File: src/rtl/tws_defs.vh
/*
 * Constants for the two-wire slave control block: register offsets,
 * field positions, reset values and enable code.
 * Assumes inclusion by bare name from the design files.
 */
`ifndef TWS_DEFS_VH
`define TWS_DEFS_VH
// ****************************************************************
// Register offsets
// ****************************************************************
`define TWS_OFF_STOP 12'h014
`define TWS_OFF_SUSPEND 12'h01c
`define TWS_OFF_RESUME 12'h020
`define TWS_OFF_ARM_RX 12'h030
`define TWS_OFF_ARM_TX 12'h034
`define TWS_OFF_EV_HALTED 12'h104
`define TWS_OFF_EV_FAULT 12'h124
`define TWS_OFF_EV_RXBEGUN 12'h14c
`define TWS_OFF_EV_TXBEGUN 12'h150
`define TWS_OFF_EV_WRITE 12'h164
`define TWS_OFF_EV_READ 12'h168
`define TWS_OFF_LINKS 12'h200
`define TWS_OFF_IRQ_EN 12'h300
`define TWS_OFF_IRQ_SET 12'h304
`define TWS_OFF_IRQ_CLR 12'h308
`define TWS_OFF_FAULT_CAUSE 12'h4d0
`define TWS_OFF_HIT 12'h4d4
`define TWS_OFF_ENABLE 12'h500
`define TWS_OFF_PSEL_CLK 12'h508
`define TWS_OFF_PSEL_DAT 12'h50c
`define TWS_OFF_RX_PTR 12'h534
`define TWS_OFF_RX_LIMIT 12'h538
`define TWS_OFF_RX_TOTAL 12'h53c
`define TWS_OFF_RX_LIST 12'h540
`define TWS_OFF_TX_PTR 12'h544
`define TWS_OFF_TX_LIMIT 12'h548
`define TWS_OFF_TX_TOTAL 12'h54c
`define TWS_OFF_TX_LIST 12'h550
`define TWS_OFF_ADDR0 12'h588
`define TWS_OFF_ADDR1 12'h58c
`define TWS_OFF_MATCH_CFG 12'h594
`define TWS_OFF_FILL 12'h5c0
// ****************************************************************
// Fields and values
// ****************************************************************
`define TWS_EN_CODE 4'h9
`define TWS_PSEL_RESET 32'hffffffff
`define TWS_PSEL_CONN_BIT 31
`define TWS_IRQ_HALTED 1
`define TWS_IRQ_FAULT 9
`define TWS_IRQ_RXB 19
`define TWS_IRQ_TXB 20
`define TWS_IRQ_WRITE 25
`define TWS_IRQ_READ 26
`define TWS_IRQ_MASK 32'h06180202
`define TWS_CAUSE_OVERFLOW 0
`define TWS_CAUSE_DNACK 2
`define TWS_CAUSE_OVERREAD 3
`define TWS_CAUSE_MASK 32'h0000000d
`define TWS_CNT_W 10
`define TWS_NPINS 32
`endif

File: src/rtl/tws_flag.v
/*
 * One event flag: set by a hardware pulse, loaded from data bit 0 by a software write.
 * Assumes set and clear pulses on the same clock.
 */
`timescale 1ns/1ps
module tws_flag (
   input wire clock,
   input wire rst_n,
   input wire set_pulse,
   input wire clr_wr,
   input wire clr_val,
   output reg flag_ff
);
   // A set arriving with the clear wins so no event is lost.
   wire nxt_flag = set_pulse ? 1'b1 : (clr_wr ? clr_val : flag_ff);
   always @(posedge clock) begin
      if (!rst_n)
         flag_ff <= 1'b0;
      else
         flag_ff <= nxt_flag;
   end
endmodule // tws_flag

File: src/rtl/tws_regs.v
/*
 * Register file, task triggers, event flags and pin routing of a two-wire
 * slave. The bit-level protocol engine and the buffer mover sit outside and
 * join through the core_ ports. Registers are reached over a plain strobe
 * port with read data one cycle after the read strobe.
 */
// Contract
// - Clock and data lines are routed to pins named by selects.
// - Pin selects act only while enabled; kept while powered.
// - Disabled slave leaves pins to general-purpose output and setup.
// - Writing one to stop task stops the current transaction.
// - Resume task resumes; suspend task suspends the transaction.
// - Arm-receive task arms slave to accept a master write.
// - Arm-transmit task arms slave to answer a master read.
// - Event registers read one after their event; software clears them.
// - Write and read events trigger suspend when link bits set.
// - Interrupt enable register holds one bit per event, reset zero.
// - Status register shows which slave address matched.
// - Fill byte is sent when master reads past the buffer.
// - Two address registers and a config control address matching.
// - Byte totals record bytes moved in last transfer each way.
// - Buffer limits bound bytes moved to or from each buffer.
// - Slave operates only when enable field holds nine.
// - Set and clear registers alter enables on ones; reads show state.
// - Command before arming holds bus clock low until armed.
`timescale 1ns/1ps
`include "tws_defs.vh"
module tws_regs (
   input wire clock,
   input wire rst_n,
   input wire [11:0] reg_addr,
   input wire [31:0] reg_wdata,
   input wire reg_wr,
   input wire reg_rd,
   output reg [31:0] reg_rdata_ff,
   output wire slave_on,
   output reg stop_pulse,
   output reg suspend_pulse,
   output reg resume_pulse,
   output reg rx_armed_ff,
   output reg tx_armed_ff,
   output wire hold_clock_low,
   output wire [5:0] irq_enables,
   input wire core_halted,
   input wire core_fault,
   input wire [2:0] core_fault_cause,
   input wire core_rx_begun,
   input wire core_tx_begun,
   input wire core_write_cmd,
   input wire core_read_cmd,
   input wire core_cmd_pending_rx,
   input wire core_cmd_pending_tx,
   input wire core_hit_valid,
   input wire core_hit_index,
   input wire core_rx_done,
   input wire [9:0] core_rx_count,
   input wire core_tx_done,
   input wire [9:0] core_tx_count,
   output reg [31:0] rx_ptr_ff,
   output reg [9:0] rx_limit_ff,
   output reg [31:0] tx_ptr_ff,
   output reg [9:0] tx_limit_ff,
   output reg [31:0] addr0_ff,
   output reg [31:0] addr1_ff,
   output reg [31:0] match_cfg_ff,
   output reg [7:0] fill_byte_ff,
   input wire core_scl_oe,
   input wire core_sda_oe,
   output wire core_scl_in,
   output wire core_sda_in,
   input wire [31:0] pin_in,
   input wire [31:0] gpio_out,
   input wire [31:0] gpio_oe,
   output reg [31:0] pin_out,
   output reg [31:0] pin_oe
);
   // ****************************************************************
   // Storage
   // ****************************************************************
   reg [3:0] enable_ff;
   reg [1:0] links_ff;
   reg [31:0] irq_en_ff;
   reg [31:0] cause_ff;
   reg hit_ff;
   reg [31:0] psel_clk_ff;
   reg [31:0] psel_dat_ff;
   reg [9:0] rx_total_ff;
   reg [9:0] tx_total_ff;
   reg [1:0] rx_list_ff;
   reg [1:0] tx_list_ff;
   reg [31:0] pin_s1_ff;
   reg [31:0] pin_s2_ff;
   wire [5:0] ev_flags;
   wire [5:0] ev_set;
   wire [11:0] ev_off [0:5];
   wire [31:0] nxt_cause;
   wire wr_one = reg_wr & reg_wdata[0];
   assign slave_on = (enable_ff == `TWS_EN_CODE);
   assign irq_enables = {irq_en_ff[`TWS_IRQ_READ], irq_en_ff[`TWS_IRQ_WRITE],
                         irq_en_ff[`TWS_IRQ_TXB], irq_en_ff[`TWS_IRQ_RXB],
                         irq_en_ff[`TWS_IRQ_FAULT], irq_en_ff[`TWS_IRQ_HALTED]};
   // ****************************************************************
   // Event flags
   // ****************************************************************
   assign ev_set = {core_read_cmd, core_write_cmd, core_tx_begun, core_rx_begun,
                    core_fault, core_halted};
   assign ev_off[0] = `TWS_OFF_EV_HALTED;
   assign ev_off[1] = `TWS_OFF_EV_FAULT;
   assign ev_off[2] = `TWS_OFF_EV_RXBEGUN;
   assign ev_off[3] = `TWS_OFF_EV_TXBEGUN;
   assign ev_off[4] = `TWS_OFF_EV_WRITE;
   assign ev_off[5] = `TWS_OFF_EV_READ;
   genvar gi;
   generate
      for (gi = 0; gi < 6; gi = gi + 1) begin : g_ev
         tws_flag u_flag (
            .clock(clock),
            .rst_n(rst_n),
            .set_pulse(ev_set[gi]),
            .clr_wr(reg_wr && (reg_addr == ev_off[gi])),
            .clr_val(reg_wdata[0]),
            .flag_ff(ev_flags[gi])
         );
      end
   endgenerate
   // fault causes, hardware set wins over software clear
   assign nxt_cause = ((reg_wr && (reg_addr == `TWS_OFF_FAULT_CAUSE)) ?
                       (cause_ff & ~reg_wdata) : cause_ff) |
                      {28'h0000000, core_fault_cause[2], core_fault_cause[1], 1'b0,
                       core_fault_cause[0]};
   // ****************************************************************
   // Tasks and arming
   // ****************************************************************
   always @(posedge clock) begin
      if (!rst_n) begin
         stop_pulse <= 1'b0;
         suspend_pulse <= 1'b0;
         resume_pulse <= 1'b0;
         rx_armed_ff <= 1'b0;
         tx_armed_ff <= 1'b0;
      end else begin
         stop_pulse <= wr_one && (reg_addr == `TWS_OFF_STOP);
         suspend_pulse <= (wr_one && (reg_addr == `TWS_OFF_SUSPEND)) ||
                          (links_ff[0] & core_write_cmd) || (links_ff[1] & core_read_cmd);
         resume_pulse <= wr_one && (reg_addr == `TWS_OFF_RESUME);
         // arm receive; cleared when receive begins or stop ends it
         if (wr_one && (reg_addr == `TWS_OFF_ARM_RX))
            rx_armed_ff <= 1'b1;
         else if (core_rx_begun || core_halted)
            rx_armed_ff <= 1'b0;
         if (wr_one && (reg_addr == `TWS_OFF_ARM_TX))
            tx_armed_ff <= 1'b1;
         else if (core_tx_begun || core_halted)
            tx_armed_ff <= 1'b0;
      end
   end
   assign hold_clock_low = slave_on && ((core_cmd_pending_rx && !rx_armed_ff) ||
                                        (core_cmd_pending_tx && !tx_armed_ff));
   // ****************************************************************
   // Configuration writes and status capture
   // ****************************************************************
   always @(posedge clock) begin
      if (!rst_n) begin
         enable_ff <= 4'h0;
         links_ff <= 2'b00;
         irq_en_ff <= 32'h00000000;
         cause_ff <= 32'h00000000;
         hit_ff <= 1'b0;
         psel_clk_ff <= `TWS_PSEL_RESET;
         psel_dat_ff <= `TWS_PSEL_RESET;
         rx_ptr_ff <= 32'h00000000;
         rx_limit_ff <= 10'h000;
         rx_total_ff <= 10'h000;
         rx_list_ff <= 2'b00;
         tx_ptr_ff <= 32'h00000000;
         tx_limit_ff <= 10'h000;
         tx_total_ff <= 10'h000;
         tx_list_ff <= 2'b00;
         addr0_ff <= 32'h00000000;
         addr1_ff <= 32'h00000000;
         match_cfg_ff <= 32'h00000000;
         fill_byte_ff <= 8'h00;
      end else begin
         cause_ff <= nxt_cause;
         if (core_hit_valid)
            hit_ff <= core_hit_index;
         if (core_rx_done)
            rx_total_ff <= core_rx_count;
         if (core_tx_done)
            tx_total_ff <= core_tx_count;
         if (reg_wr) begin
            if (reg_addr == `TWS_OFF_ENABLE)
               enable_ff <= reg_wdata[3:0];
            else if (reg_addr == `TWS_OFF_LINKS)
               links_ff <= reg_wdata[20:19];
            else if (reg_addr == `TWS_OFF_IRQ_EN)
               irq_en_ff <= reg_wdata & `TWS_IRQ_MASK;
            else if (reg_addr == `TWS_OFF_IRQ_SET)
               irq_en_ff <= irq_en_ff | (reg_wdata & `TWS_IRQ_MASK);
            else if (reg_addr == `TWS_OFF_IRQ_CLR)
               irq_en_ff <= irq_en_ff & ~(reg_wdata & `TWS_IRQ_MASK);
            else if (reg_addr == `TWS_OFF_PSEL_CLK)
               psel_clk_ff <= reg_wdata;
            else if (reg_addr == `TWS_OFF_PSEL_DAT)
               psel_dat_ff <= reg_wdata;
            else if (reg_addr == `TWS_OFF_RX_PTR)
               rx_ptr_ff <= reg_wdata;
            else if (reg_addr == `TWS_OFF_RX_LIMIT)
               rx_limit_ff <= reg_wdata[9:0];
            else if (reg_addr == `TWS_OFF_RX_LIST)
               rx_list_ff <= reg_wdata[1:0];
            else if (reg_addr == `TWS_OFF_TX_PTR)
               tx_ptr_ff <= reg_wdata;
            else if (reg_addr == `TWS_OFF_TX_LIMIT)
               tx_limit_ff <= reg_wdata[9:0];
            else if (reg_addr == `TWS_OFF_TX_LIST)
               tx_list_ff <= reg_wdata[1:0];
            else if (reg_addr == `TWS_OFF_ADDR0)
               addr0_ff <= reg_wdata;
            else if (reg_addr == `TWS_OFF_ADDR1)
               addr1_ff <= reg_wdata;
            else if (reg_addr == `TWS_OFF_MATCH_CFG)
               match_cfg_ff <= reg_wdata;
            else if (reg_addr == `TWS_OFF_FILL)
               fill_byte_ff <= reg_wdata[7:0];
         end
      end
   end
   // ****************************************************************
   // Read port
   // ****************************************************************
   always @(posedge clock) begin
      if (!rst_n)
         reg_rdata_ff <= 32'h00000000;
      else if (reg_rd) begin
         if (reg_addr == ev_off[0])
            reg_rdata_ff <= {31'h00000000, ev_flags[0]};
         else if (reg_addr == ev_off[1])
            reg_rdata_ff <= {31'h00000000, ev_flags[1]};
         else if (reg_addr == ev_off[2])
            reg_rdata_ff <= {31'h00000000, ev_flags[2]};
         else if (reg_addr == ev_off[3])
            reg_rdata_ff <= {31'h00000000, ev_flags[3]};
         else if (reg_addr == ev_off[4])
            reg_rdata_ff <= {31'h00000000, ev_flags[4]};
         else if (reg_addr == ev_off[5])
            reg_rdata_ff <= {31'h00000000, ev_flags[5]};
         else if (reg_addr == `TWS_OFF_LINKS)
            reg_rdata_ff <= {11'h000, links_ff, 19'h00000};
         else if ((reg_addr == `TWS_OFF_IRQ_EN) || (reg_addr == `TWS_OFF_IRQ_SET) ||
                  (reg_addr == `TWS_OFF_IRQ_CLR))
            reg_rdata_ff <= irq_en_ff;
         else if (reg_addr == `TWS_OFF_FAULT_CAUSE)
            reg_rdata_ff <= cause_ff & `TWS_CAUSE_MASK;
         else if (reg_addr == `TWS_OFF_HIT)
            reg_rdata_ff <= {31'h00000000, hit_ff};
         else if (reg_addr == `TWS_OFF_ENABLE)
            reg_rdata_ff <= {28'h0000000, enable_ff};
         else if (reg_addr == `TWS_OFF_PSEL_CLK)
            reg_rdata_ff <= psel_clk_ff;
         else if (reg_addr == `TWS_OFF_PSEL_DAT)
            reg_rdata_ff <= psel_dat_ff;
         else if (reg_addr == `TWS_OFF_RX_PTR)
            reg_rdata_ff <= rx_ptr_ff;
         else if (reg_addr == `TWS_OFF_RX_LIMIT)
            reg_rdata_ff <= {22'h000000, rx_limit_ff};
         else if (reg_addr == `TWS_OFF_RX_TOTAL)
            reg_rdata_ff <= {22'h000000, rx_total_ff};
         else if (reg_addr == `TWS_OFF_RX_LIST)
            reg_rdata_ff <= {30'h00000000, rx_list_ff};
         else if (reg_addr == `TWS_OFF_TX_PTR)
            reg_rdata_ff <= tx_ptr_ff;
         else if (reg_addr == `TWS_OFF_TX_LIMIT)
            reg_rdata_ff <= {22'h000000, tx_limit_ff};
         else if (reg_addr == `TWS_OFF_TX_TOTAL)
            reg_rdata_ff <= {22'h000000, tx_total_ff};
         else if (reg_addr == `TWS_OFF_TX_LIST)
            reg_rdata_ff <= {30'h00000000, tx_list_ff};
         else if (reg_addr == `TWS_OFF_ADDR0)
            reg_rdata_ff <= addr0_ff;
         else if (reg_addr == `TWS_OFF_ADDR1)
            reg_rdata_ff <= addr1_ff;
         else if (reg_addr == `TWS_OFF_MATCH_CFG)
            reg_rdata_ff <= match_cfg_ff;
         else if (reg_addr == `TWS_OFF_FILL)
            reg_rdata_ff <= {24'h000000, fill_byte_ff};
         else
            // Task registers are write-only and unmapped offsets read zero.
            reg_rdata_ff <= 32'h00000000;
      end else
         reg_rdata_ff <= 32'h00000000;
   end
   // ****************************************************************
   // Pin routing
   // ****************************************************************
   // Pins are synchronised before the selected one reaches the protocol engine.
   always @(posedge clock) begin
      if (!rst_n) begin
         pin_s1_ff <= 32'hffffffff;
         pin_s2_ff <= 32'hffffffff;
      end else begin
         pin_s1_ff <= pin_in;
         pin_s2_ff <= pin_s1_ff;
      end
   end
   wire clk_conn = slave_on && !psel_clk_ff[`TWS_PSEL_CONN_BIT];
   wire dat_conn = slave_on && !psel_dat_ff[`TWS_PSEL_CONN_BIT];
   // selected pins, idle high when unrouted
   assign core_scl_in = clk_conn ? pin_s2_ff[psel_clk_ff[4:0]] : 1'b1;
   assign core_sda_in = dat_conn ? pin_s2_ff[psel_dat_ff[4:0]] : 1'b1;
   integer pi;
   always @* begin
      pin_out = gpio_out;
      pin_oe = gpio_oe;
      for (pi = 0; pi < `TWS_NPINS; pi = pi + 1) begin
         if (clk_conn && (psel_clk_ff[4:0] == pi[4:0])) begin
            pin_out[pi] = 1'b0;
            pin_oe[pi] = core_scl_oe | hold_clock_low;
         end else if (dat_conn && (psel_dat_ff[4:0] == pi[4:0])) begin
            pin_out[pi] = 1'b0;
            pin_oe[pi] = core_sda_oe;
         end
      end
   end
endmodule // tws_regs

File: config.mk
export PLATFORM = sky130hd
export DESIGN_NAME = tws_regs
export DESIGN_NICKNAME = d
export VERILOG_FILES = /design/src/rtl/tws_flag.v /design/src/rtl/tws_regs.v
export VERILOG_INCLUDE_DIRS = /design/src /design/src/rtl
export SDC_FILE = /design/constraint.sdc
export NUM_CORES = 1
export LEC_CHECK = 0
export BUFFER_PORTS_ARGS = -buffer_cell sky130_fd_sc_hd__clkbuf_2
export CAP_MARGIN = 20
export CORE_MARGIN = 2
export CORE_UTILIZATION = 50
export CTS_CLUSTER_SIZE = 30
export DETAILED_ROUTE_END_ITERATION = 10
export PLACE_DENSITY = 0.83
export SYNTH_ARGS = -nofsm -noshare
export SYNTH_HDL_FRONTEND = slang
export SYNTH_SLANG_ARGS = --single-unit
File: constraint.sdc
create_clock -name clock -period 3 [get_ports clock]
set_input_delay 0.3 -clock clock [delete_from_list [all_inputs] [get_ports clock]]
set_output_delay 0.3 -clock clock [all_outputs]
set_load 0.1 [all_outputs]
==> impl_metrics.tcl <==
set metrics [dict create \
    placed_cells_incl_taps 2926 \
    netlist_instances 2069 \
    cts_root_buf "sky130_fd_sc_hd__clkbuf_16" \
    power_leakage_nw 9.83 \
    mostFrequentLayoutCell "sky130_fd_sc_hd__clkbuf_2" \
    min_period_ns 3.00 \
    port-buffer-count 479 \
    finalMaxSlewViolations 0 \
    crit_arrival_ns 2.70 \
    end_kind "output port" \
    cts_buffer_depth 3 \
    maxCapViolCount 0 \
    cts_buffers 41 \
    peakVddDrop_v 0.000449 \
    start_kind "flip-flop" \
    global_route_wire_length_before_repair_um 107000 \
    number_of_synthesized_flops_with_an_enable_pin 0 \
    drt-total-wl_um 73300 \
    clock_pin_slew_reported_for_the_worst_setup_and_hold_paths_after_clock_tree_synthesis_ns 0.06 \
    grt_antenna_before_repair 2 \
    multiInputGateArea_mm2 0.00944 \
    timing.max_slew.rel_slack_pct 35.9 \
    post_cts_buffers 0 \
    critical_path_peak_fanout 5 \
    switching_power_mw 3.07 \
    number_of_global_route_vias_before_repair 18100 \
    holdCritStartpoint "core_rx_begun" \
    avgViaCountPerCell 6.18 \
    yosys_most_used_dff "sky130_fd_sc_hd__dfxtp_1" \
    fp-row-count 68 \
    track_usage_pct 38.5 \
    yosys_warnings 0 \
    reg2reg_from "tx_list_ff[0]" \
    timing_hold_violations_final 0 \
    maxClockFrequency_ghz 0.333 \
    initial_core_util_pct 50.8 \
    latest_clock_arrival_within_the_worst_skew_pair_ns 0.57 \
    grt_start_max_net_pins 218 \
    syn_area_per_cell_um2 8.48 \
    synth_top_area_cell "sky130_fd_sc_hd__dfxtp_1" \
    rr_worst_depth 9 \
    cell_int_power_mw 8.88 \
    dp_worst_setup_slack_ns -0.0481 \
    worst_r2r_endpoint "reg_rdata_ff[0]" \
    regToRegSetupSlack_ns 0.79 \
    synth-seq-cells 399 \
    hold_end "g_ev[2].u_flag.flag_ff" \
    firstDrtPassIters 8 \
    critPathRequiredTime_ns 2.70 \
    fin_skew_ns 0.0279 \
    timing.final.crit_share_pct 100 \
    count_of_unresolved_drc_violations_after_routing 0 \
    unique_cell_type_count_in_the_yosys_netlist 75 \
    dpl.hpwl_um 52300 \
    drtAntennaViolNets 0 \
    fp.coreArea_mm2 0.0345 \
    power.share.clock_pct 44.9 \
    rsz_0062_raised_after_global_routing "true" \
    initialDrtViolationCount 2255 \
    die_height_um 191 \
    sw_frac_of_total_pct 25.7 \
    layout.cell_area.non_filler_mm2 0.0236 \
    share_of_synthesized_area_occupied_by_flip_flops_and_latches_pct 45.5 \
    layout_common_cells "sky130_fd_sc_hd__clkbuf_2, sky130_fd_sc_hd__dfxtp_1, sky130_fd_sc_hd__nand2_1" \
    cts.sinks 399 \
    detailed_place.area_mm2 0.0216 \
    cts_tree "yes" \
    grt_overflow 0 \
    synth_top_cell_area_share_pct 45.5 \
    layout.core_utilization_pct 68.4 \
    status "finished with violations" \
    postSynth.asyncResetShare_pct 0 \
    wl_per_cell_um 24.1 \
    layout.cells.non_filler 3040 \
    worstMarginPinSlew_ns 0.962 \
    n_fill_cell 2686 \
    min_path_cells 2 \
    power_frac_seq_pct 45.2 \
    final.setup.worst_slack_ns -0.00218 \
    timing.hold.worst.class "input port to flip-flop" \
    num-nets-final 2730 \
    syn_to_final_growth_pct 34.6 \
    place_congestion 1.04 \
    powerDensity_mw_per_mm2 506 \
    combPwrFrac_pct 9.9 \
    yosys-top-cells-area "sky130_fd_sc_hd__dfxtp_1, sky130_fd_sc_hd__nand2_1, sky130_fd_sc_hd__nand3_1, sky130_fd_sc_hd__o21ai_0, sky130_fd_sc_hd__mux2i_1" \
    cts-htree-levels 2 \
    failing_checks "setup timing" \
    synth_area_mm2 0.0176 \
    timing.final.setup_violations 1 \
    synth.net_count 2250 \
    post_route_cells_drive_above_1_share_pct 30.7 \
    floorplan.die_area_mm2 0.0366 \
    path_class "flip-flop to output port" \
    routed-via-count 18800 \
    seq_area_mm2 0.00800 \
    io_pins 480 \
    die_width_um 191 \
]
## layout make-up
cell class                      count  area share [%]
Clock inverter                     18           0.964
Multi-Input combinational cell   1495            40.0
Timing Repair Buffer              608            17.6
Inverter                            4          0.0636
Sequential cell                   399            33.9
Antenna cell                        3          0.0318
Clock buffer                       58            5.12
Tap cell                          455            2.41
## routing by layer
layer / part of all wire (%) / vias to the layer above / global-route usage [%]
met4: 6.7 / 2 / 22.5
li1: - / 8323 / -
met3: 11 / 288 / 10.0
met5: 0.064 / - / 1.10
met1: 36 / 8889 / 46.4
met2: 46 / 1276 / 61.9
## kinds of logic (layout without fill, tap and decap cells)
| kind of cell | after synthesis | in the layout | synth area share, % |
|---|---|---|---|
| buffers and inverters | 175 | 688 | 3.92 |
| AOI/OAI and AO/OA | 438 | 438 | 16.2 |
| other | 0 | 3 | 0 |
| and+or+nand+nor | 938 | 938 | 26.0 |
| muxes | 117 | 117 | 8.25 |
| xor gates and xnor gates | 2 | 2 | 0.0998 |
| DFF | 399 | 399 | 45.5 |
## per-stage QoR
stage | total power, mW | hold slack, ns | TNS [ns]
after floorplan | 6.22 | 0.386 | 0
after global placement | 6.62 | 0.388 | -0.156
after detailed placement | 6.64 | 0.393 | -0.0481
after CTS | 11.9 | 0.00852 | -0.786
after global routing | 12.2 | 0.0138 | -0.616
final | 12.0 | 0.0102 | -0.00218
## synthesized netlist by cell type, types with 8 or more instances
library cell                 n
sky130_fd_sc_hd__a211oi_1   17
sky130_fd_sc_hd__a21boi_0   47
sky130_fd_sc_hd__a21oi_1    49
sky130_fd_sc_hd__a221oi_1   31
sky130_fd_sc_hd__a22o_1     11
sky130_fd_sc_hd__a22oi_1    24
sky130_fd_sc_hd__and3_1     34
sky130_fd_sc_hd__buf_1      17
sky130_fd_sc_hd__buf_2      12
sky130_fd_sc_hd__clkbuf_1  139
sky130_fd_sc_hd__dfxtp_1   399
sky130_fd_sc_hd__mux2_2     21
sky130_fd_sc_hd__mux2i_1    76
sky130_fd_sc_hd__mux4_2     20
sky130_fd_sc_hd__nand2_1   387
sky130_fd_sc_hd__nand2b_1   74
sky130_fd_sc_hd__nand3_1   218
sky130_fd_sc_hd__nor2_1     65
sky130_fd_sc_hd__nor2b_1    57
sky130_fd_sc_hd__nor3_1     32
sky130_fd_sc_hd__nor4_1      8
sky130_fd_sc_hd__o21ai_0   172
sky130_fd_sc_hd__o221ai_1   12
sky130_fd_sc_hd__o22ai_1    30
sky130_fd_sc_hd__or2_2       8
sky130_fd_sc_hd__or3_1       8
## sequential cells by signal, summed over array words and instances (netlist names), 8 cells and up
register and count:
match_cfg_ff 32, psel_dat_ff 32, pin_s1_ff 32, psel_clk_ff 32, rx_limit_ff 10, tx_total_ff 10, tx_limit_ff 10, addr0_ff 32
rx_ptr_ff 32, fill_byte_ff 8, pin_s2_ff 32, reg_rdata_ff 32, addr1_ff 32, rx_total_ff 10, tx_ptr_ff 32
## worst max-delay path by stage
stage	from	end	slack (ns)	cells past startpoint
6_report	enable_ff[2]	pin_oe[0]	-0.002	9
5_1_grt	enable_ff[2]	pin_oe[0]	-0.10	9
4_1_cts	enable_ff[1]	pin_out[9]	-0.08	7
3_5_place_dp	reg_addr[7]	reg_rdata_ff[0]	-0.05	11
3_3_place_gp	reg_addr[7]	reg_rdata_ff[0]	-0.16	11
2_1_floorplan	tx_armed_ff	pin_oe[16]	0.05	5
## timing repair
item | 4_1_cts | 5_1_grt
pin swaps | 0 | 5
setup endpoints to repair | 40 | 66
hold buffers | 35 | 0
resized for setup | 15 | 50
endpoints found under the hold margin | 35 | 0
## critical path, stage by stage (launching register included)
cell                      delay, ns
sky130_fd_sc_hd__dfxtp_2       0.34
sky130_fd_sc_hd__nor2_2        0.11
sky130_fd_sc_hd__nand3_2       0.12
sky130_fd_sc_hd__or3_4         0.46
sky130_fd_sc_hd__nor3_4        0.30
sky130_fd_sc_hd__nand2_2       0.11
sky130_fd_sc_hd__mux2_4        0.35
sky130_fd_sc_hd__nand2_4       0.06
sky130_fd_sc_hd__o21ai_4       0.08
sky130_fd_sc_hd__buf_12        0.20
## power by group through the flow
stage,clock [mW],sequential (mW),combinational [mW]
final,5.36,5.40,1.19
after global routing,5.58,5.40,1.24
after CTS,5.34,5.40,1.17
after detailed placement,0,5.52,1.12
after global placement,0,5.51,1.11
after floorplan,0,5.50,0.722
No activity file was read; power rests on OpenSTA's default activity.
